==> src/inc/pwm_script_regs.svh <==
// Constants of the PWM script executor: instruction fields, opcodes and timing counts.
// Assumes inclusion by the package and the design file only.
`ifndef PWM_SCRIPT_REGS_SVH
`define PWM_SCRIPT_REGS_SVH

`define NUM_CHAN          3
`define SCRIPT_DEPTH      64
`define MAX_TARGET        6'h3B
`define RESTART_WORD      16'h0000

// Instruction field positions
`define OP_BIT            15
`define DIV_SEL_BIT       14
`define STEP_LEN_HI       13
`define STEP_LEN_LO       8
`define SIGN_BIT          7
`define STEPS_HI          6
`define STEPS_LO          0
`define LEVEL_HI          7
`define LEVEL_LO          0
`define REPEAT_HI         12
`define REPEAT_LO         7
`define TARGET_HI         5
`define TARGET_LO         0
`define TRISTATE_BIT      11
`define AWAIT_HI          9
`define AWAIT_LO          7
`define EMIT_HI           3
`define EMIT_LO           1

// Opcodes
`define OPC_BRANCH        3'h5
`define OPC_SYNC          3'h7
`define OPC_END           4'hC

// Prescaler: last count of the divide-by-16 and divide-by-512 settings
`define DIV_LO_LAST       9'h00F
`define DIV_HI_LAST       9'h1FF

// A sync instruction lasts at least 16 slow-clock cycles; the decode cycle is the first
`define SYNC_TICKS        5'h10
`define SYNC_LAST         4'hF
`define SYNC_FIRST        4'h1

`define RAMP_FULL         8'hFF
`define RAMP_EMPTY        8'h00

`endif

==> src/inc/pwm_script_pkg.sv <==
// Types of the PWM script executor: engine phases, engine state and host write carrier.
// Assumes pwm_script_regs.svh is on the include path.
`include "pwm_script_regs.svh"

package pwm_script_pkg;

  typedef enum logic [1:0] {
    PH_IDLE,
    PH_FETCH,
    PH_RAMP,
    PH_SYNC
  } phase_t;

  typedef struct packed {
    logic        valid;
    logic [1:0]  chan;
    logic [5:0]  addr;
    logic [15:0] data;
  } script_write_t;

  typedef struct packed {
    phase_t      phase;
    logic [5:0]  pc;
    logic [15:0] instr;
    logic [7:0]  ramp;
    logic [6:0]  steps;
    logic [8:0]  presc;
    logic [5:0]  stime;
    logic [5:0]  loop_cnt;
    logic        loop_on;
    logic [3:0]  sync_cnt;
    logic [2:0]  sync_seen;
    logic        start_pend;
    logic [5:0]  start_at;
    logic        stop_pend;
    logic [7:0]  period;
    logic        period_on;
    logic        pwm;
    logic        oe;
    logic        irq;
    logic        busy;
  } chan_t;

  typedef struct packed {
    logic                slow_prev;
    chan_t [2:0]         ch;
  } state_t;

endpackage : pwm_script_pkg

==> src/pwm_script_instruction_executor.sv <==
// Three PWM script engines: script storage, instruction decode and execution, PWM outputs.
// Assumes slow_clk is the 32.768 kHz clock sampled as a level synchronous to clock,
// and host start, stop and script writes arrive as one-cycle pulses on clock.
`timescale 1ns/1ns
`default_nettype none

`include "pwm_script_regs.svh"

module pwm_script_instruction_executor
  import pwm_script_pkg::*;
(
  input  wire logic          clock,
  input  wire logic          rst,
  input  wire logic          ce,
  input  wire logic          slow_clk,
  input  wire script_write_t script_wr,
  input  wire logic [2:0]    start_req,
  input  wire logic [5:0]    start_addr,
  input  wire logic [2:0]    stop_req,
  output logic [2:0]         pwm_out,
  output logic [2:0]         pwm_oe,
  output logic [2:0]         end_irq,
  output logic [2:0]         engine_busy
);

  // ---------------------------------------------------------------
  // Script command file
  // ---------------------------------------------------------------
  logic [15:0] script_mem [0:`NUM_CHAN-1][0:`SCRIPT_DEPTH-1];

  always_ff @(posedge clock) begin
    if (ce && script_wr.valid && script_wr.chan < 2'h3) begin
      script_mem[script_wr.chan][script_wr.addr] <= script_wr.data;
    end
  end

  // ---------------------------------------------------------------
  // Engine state
  // ---------------------------------------------------------------
  state_t          st;
  state_t          next_st;
  logic            tick;
  logic [15:0]     w;
  logic [5:0]      cur;
  logic [8:0]      div_last;
  logic [2:0][2:0] sync_set;
  logic [2:0][2:0] sync_clr;

  always_comb begin
    next_st           = st;
    tick              = slow_clk & ~st.slow_prev;
    next_st.slow_prev = slow_clk;
    w                 = 16'h0000;
    cur               = 6'h00;
    div_last          = `DIV_LO_LAST;
    sync_set          = '0;
    sync_clr          = '0;
    for (int c = 0; c < `NUM_CHAN; c++) begin
      next_st.ch[c].irq = 1'b0;
      // Requests wait in a pending flag until the next slow tick
      if (start_req[c]) begin
        next_st.ch[c].start_pend = 1'b1;
        next_st.ch[c].start_at   = start_addr;
      end
      if (stop_req[c]) begin
        next_st.ch[c].stop_pend = 1'b1;
      end
      if (tick) begin
        if (st.ch[c].period_on) begin
          next_st.ch[c].period = 8'(st.ch[c].period + 8'h01);
        end
        // A stop cannot cut a ramp short; it is honoured when the ramp ends
        if (st.ch[c].stop_pend && st.ch[c].phase != PH_RAMP) begin
          next_st.ch[c].stop_pend = stop_req[c];
          next_st.ch[c].irq       = st.ch[c].phase != PH_IDLE && st.ch[c].phase != PH_SYNC;
          next_st.ch[c].phase     = PH_IDLE;
        end else if (st.ch[c].start_pend) begin
          next_st.ch[c].start_pend = start_req[c];
          next_st.ch[c].phase      = PH_FETCH;
          next_st.ch[c].pc         = st.ch[c].start_at;
          next_st.ch[c].loop_on    = 1'b0;
          next_st.ch[c].oe         = 1'b1;
        end else begin
          case (st.ch[c].phase)
            PH_FETCH: begin
              w                    = script_mem[c][st.ch[c].pc];
              next_st.ch[c].instr  = w;
              next_st.ch[c].pc     = 6'(st.ch[c].pc + 6'h01);
              if (!w[`OP_BIT]) begin
                if (w == `RESTART_WORD) begin
                  next_st.ch[c].pc = 6'h00;
                end else if (w[`STEP_LEN_HI:`STEP_LEN_LO] == 6'h00) begin
                  next_st.ch[c].ramp = w[`LEVEL_HI:`LEVEL_LO];
                end else begin
                  // The period counter starts with the first ramp
                  next_st.ch[c].steps     = w[`STEPS_HI:`STEPS_LO];
                  next_st.ch[c].presc     = 9'h000;
                  next_st.ch[c].stime     = 6'h00;
                  next_st.ch[c].period_on = 1'b1;
                  next_st.ch[c].phase     = PH_RAMP;
                end
              end else if (w[15:13] == `OPC_BRANCH) begin
                cur = st.ch[c].loop_on ? st.ch[c].loop_cnt
                                       : 6'(w[`REPEAT_HI:`REPEAT_LO] - 6'h01);
                if (w[`TARGET_HI:`TARGET_LO] > `MAX_TARGET) begin
                  next_st.ch[c].loop_on = 1'b0;
                end else if (w[`REPEAT_HI:`REPEAT_LO] == 6'h00) begin
                  next_st.ch[c].pc = w[`TARGET_HI:`TARGET_LO];
                end else if (cur == 6'h00) begin
                  next_st.ch[c].loop_on = 1'b0;
                end else begin
                  // One repeat count only: a nested branch would share it
                  next_st.ch[c].loop_on  = 1'b1;
                  next_st.ch[c].loop_cnt = 6'(cur - 6'h01);
                  next_st.ch[c].pc       = w[`TARGET_HI:`TARGET_LO];
                end
              end else if (w[15:12] == `OPC_END) begin
                next_st.ch[c].phase = PH_IDLE;
                next_st.ch[c].irq   = 1'b1;
                if (w[`TRISTATE_BIT]) begin
                  next_st.ch[c].oe        = 1'b0;
                  next_st.ch[c].period_on = 1'b0;
                end
                // Tristate bit clear: period counter and duty stay as they are
              end else if (w[15:13] == `OPC_SYNC) begin
                for (int r = 0; r < `NUM_CHAN; r++) begin
                  sync_set[r][c] = sync_set[r][c] | w[`EMIT_LO + r];
                end
                // Decode tick is the first of the sixteen
                next_st.ch[c].sync_cnt = `SYNC_FIRST;
                next_st.ch[c].phase    = PH_SYNC;
              end
              // Unused encodings fall through as no-operations
            end
            PH_RAMP: begin
              div_last = st.ch[c].instr[`DIV_SEL_BIT] ? `DIV_HI_LAST : `DIV_LO_LAST;
              next_st.ch[c].presc = 9'(st.ch[c].presc + 9'h001);
              if (st.ch[c].presc == div_last) begin
                next_st.ch[c].presc = 9'h000;
                next_st.ch[c].stime = 6'(st.ch[c].stime + 6'h01);
                if (st.ch[c].stime == 6'(st.ch[c].instr[`STEP_LEN_HI:`STEP_LEN_LO] - 6'h01)) begin
                  next_st.ch[c].stime = 6'h00;
                  if (st.ch[c].instr[`SIGN_BIT]) begin
                    if (st.ch[c].ramp != `RAMP_EMPTY) begin
                      next_st.ch[c].ramp = 8'(st.ch[c].ramp - 8'h01);
                    end
                  end else if (st.ch[c].ramp != `RAMP_FULL) begin
                    next_st.ch[c].ramp = 8'(st.ch[c].ramp + 8'h01);
                  end
                  next_st.ch[c].steps = 7'(st.ch[c].steps - 7'h01);
                  if (st.ch[c].steps == 7'h01) begin
                    next_st.ch[c].phase = PH_FETCH;
                  end
                end
              end
            end
            PH_SYNC: begin
              if (st.ch[c].sync_cnt != `SYNC_LAST) begin
                next_st.ch[c].sync_cnt = 4'(st.ch[c].sync_cnt + 4'h1);
              end else if ((st.ch[c].sync_seen & st.ch[c].instr[`AWAIT_HI:`AWAIT_LO])
                           == st.ch[c].instr[`AWAIT_HI:`AWAIT_LO]) begin
                sync_clr[c]         = st.ch[c].instr[`AWAIT_HI:`AWAIT_LO];
                next_st.ch[c].phase = PH_FETCH;
              end
            end
            default: begin
              next_st.ch[c].phase = PH_IDLE;
            end
          endcase
        end
      end
    end
    // ---------------------------------------------------------------
    // Sync latches and PWM compare
    // ---------------------------------------------------------------
    for (int r = 0; r < `NUM_CHAN; r++) begin
      // A sync arriving as it is consumed survives: set beats clear
      next_st.ch[r].sync_seen = (st.ch[r].sync_seen & ~sync_clr[r]) | sync_set[r];
      next_st.ch[r].pwm = next_st.ch[r].period_on
                          && next_st.ch[r].period <= next_st.ch[r].ramp;
      next_st.ch[r].busy = next_st.ch[r].phase != PH_IDLE;
    end
  end

  always_ff @(posedge clock or posedge rst) begin
    if (rst) begin
      st <= '0;
    end else if (ce) begin
      st <= next_st;
    end
  end

  // ---------------------------------------------------------------
  // Outputs
  // ---------------------------------------------------------------
  always_comb begin
    for (int c = 0; c < `NUM_CHAN; c++) begin
      pwm_out[c]     = st.ch[c].pwm;
      pwm_oe[c]      = st.ch[c].oe;
      end_irq[c]     = st.ch[c].irq;
      engine_busy[c] = st.ch[c].busy;
    end
  end

endmodule : pwm_script_instruction_executor

`default_nettype wire

==> config.mk <==
export PLATFORM = sky130hd
export DESIGN_NAME = pwm_script_instruction_executor
export DESIGN_NICKNAME = d
export VERILOG_FILES = /design/src/inc/pwm_script_pkg.sv /design/src/pwm_script_instruction_executor.sv
export VERILOG_INCLUDE_DIRS = /design/src /design/src/inc
export SDC_FILE = /design/constraint.sdc
export NUM_CORES = 2
export LEC_CHECK = 0
export BUFFER_PORTS_ARGS = -buffer_cell sky130_fd_sc_hd__buf_2
export CAP_MARGIN = 5
export CORE_ASPECT_RATIO = 0.5
export CORE_MARGIN = 5
export CORE_UTILIZATION = 28
export CTS_BUF_LIST = sky130_fd_sc_hd__clkbuf_2
export DETAILED_ROUTE_END_ITERATION = 12
export RECOVER_POWER = 100
export SLEW_MARGIN = 5
export SYNTH_ARGS = -nofsm -noshare
export SYNTH_HDL_FRONTEND = slang
export SYNTH_SLANG_ARGS = --single-unit
==> constraint.sdc <==
create_clock -name clock -period 7.9 [get_ports clock]
set_clock_uncertainty 0.15 [all_clocks]
set_input_delay 1.58 -clock clock [delete_from_list [all_inputs] [get_ports clock]]
set_output_delay 1.58 -clock clock [all_outputs]
set_load 0.01 [all_outputs]
==> out/metrics.cfg <==
[status]
status=finished with violations
violations=max-capacitance violations, max-slew violations

[timing]
relSlewSlack_pct=-329
fin_crit_sh_pct=89.8
finalSetupTns_ns=0
fin_crit_ns=7.09
slew_violations=4360
hold_viol=0
worst_slew_pin_slew_ns=6.44
holdWs_ns=0.346
rsz0062_at_grt=no
setup_viol=0
fmax_mhz=141

[global_route]
first_global_vias=74500
grt_pass1_wl_mm=525
use_met2_pct=22.7
grt_start_max_net_pins=149
track_usage_pct=14.1
busiest_layer=met2
grt_overflow=0
met1_usage_pct=19.5
antenna_found_initial=29
use_met3_pct=2.79

[pwr]
leakagePower_nw=48.4
p_per_area_mw_per_mm2=300
peakVddDrop_uv=176

[floorplanning]
die_x_um=993
io_pins=53
fp-row-count=180
dieArea_mm2=0.498
die_h_um=501
initial_core_util_pct=28.1
coreArea_mm2=0.481

[synthesis]
synthCells=7001
async_flop_share_pct=7.36
synth_nets=7119
syn_area_per_cell_um2=19.3
yosysSeqAreaShare_pct=72.7
synth_ff_type=edfxtp_1
ys_types=99
syn-cell-area_mm2=0.135
synth-seq-cells=3316
synth_warnings=0
synth-edff-count=3072

[clocking]
cts.sinks=3316
cts-root-buf=clkbuf_2
clk_transition_reported_paths_ns=0.10
ctsHoldBuffers=30
htree_num_levels=6
cts_made_buffers=778
cts_tree=yes
cts_resized=0
post_cts_buffers=0
cts.path.max_buffers=4
clk_latency_ns=1.87

[route]
routed_wl_mm=364
via_per_inst=4.97
routedWlPerCell_um=24.5
first_pass_iters=8
ant_nets=0
dr_total_vias=73900
route.detailed.drc=0
drt_iter0_markers=8454

[worst_setup_path]
critPathKind=primary input to register
critPathCaptureType=register
arrival_ns=8.12
path_cells=dlygate4sd3_1 -> clkbuf_1 -> clkbuf_2
reg2reg_setup_slack_ns=0.88
worstPathMaxFanout=118
max_stage_delay_ns=4.13
slowest_stage=clkbuf_1
cp-start-kind=primary input
worstPathRequired_ns=8.92

[place]
hpwl_mm=217
io_buffers=52
dpl_cell_area_mm2=0.145
gp_congestion=0.853

[finish]
final_cell_mix=edfxtp_1 (3072), clkbuf_2 (1154), mux4_2 (887)
final_area_mm2=0.151
nNetsFinal=7936
nFillCells=47100
layout-drive-gt1-share_pct=29.2
layout_commonest_cell=edfxtp_1
area_growth_pct=11.7

[flow_run]
cap_violations=103

[worst_hold_path]
hold_class=primary input to register

## state kept, by name, summed over array words and instances (netlist names)
signal and count:
engine_busy 3, script_mem 3072, end_irq 3, pwm_oe 3, st 232, pwm_out 3
## worst max-delay path, delay by kind of cell
kind     cells  cell delay (ns)
buf+inv      3             6.25
## metal layers
layer | share of wire, % | up-vias
met2 | 47 | 3496
met1 | 42 | 39000
met3 | 8.3 | 650
met5 | 0.011 | -
li1 | - | 30800
met4 | 3.1 | 6
## power by group
| part | switching (mW) | internal (mW) | leakage, nW |
|---|---|---|---|
| sequential | 0.787 | 19.4 | 30.7 |
| clock | 6.83 | 4.19 | 5.32 |
| combinational | 7.98 | 6.09 | 12.4 |
## cell type report
type | instances | area, um2 | area share [%]
repair buffers | 414 | 2560 | 1.69
well taps | 6461 | 8080 | 5.35
diodes | 13 | 32.5 | 0.0215
clock buffers | 1145 | 5730 | 3.79
flip-flops and latches | 3316 | 98400 | 65.1
clock inverters | 210 | 1190 | 0.790
multi-input cells | 3197 | 34600 | 22.9
inverters | 111 | 418 | 0.277
## cells by family after synthesis
group	Yosys count	synth area share, %
flip-flops	3316	72.7
XOR/XNOR	106	0.686
multiplexers	1086	16.3
buffers and inverters	488	1.82
AO/OA/AOI/OAI	699	3.48
AND/OR/NAND/NOR	1229	4.27
adder cells (fa/ha/maj)	77	0.712
## stage by stage
step	power [mW]	util, %	cells	setup slack [ns]
after CTS	45.7	31.6	14900	1.17
after global routing	47.4	31.4	14900	0.449
after floorplan	29.7	-	7001	2.67
after global placement	34.6	30.1	13500	0.876
after detailed placement	34.6	30.1	13500	1.14
final	45.3	31.4	14900	0.808
## synthesized netlist by cell type, types with 77 or more instances
cell,n,share of area (%)
nand3_1,107,0.40
nand2_1,365,1.0
dfrtp_1,244,4.5
nor2_1,388,1.1
ha_1,77,0.71
buf_2,102,0.38
xnor2_1,77,0.50
a21oi_1,117,0.43
inv_1,105,0.29
mux4_2,887,15
clkbuf_1,148,0.41
o21ai_0,177,0.65
edfxtp_1,3072,68
mux2i_1,130,0.96
## worst paths after layout
check | startpoint | endpoint | cells past startpoint
setup / recovery | script_wr[2] | script_mem[1][882] | 3
hold / removal | start_req[0] | st[20] | 3
setup reg to reg | st[170] | pwm_out[1] | 22
hold reg to reg | st[33] | st[33] | 2
max in group asynchronous | rst | st[260] | 4
min in group asynchronous | rst | st[125] | 3
(Power assumes the default switching activity.)
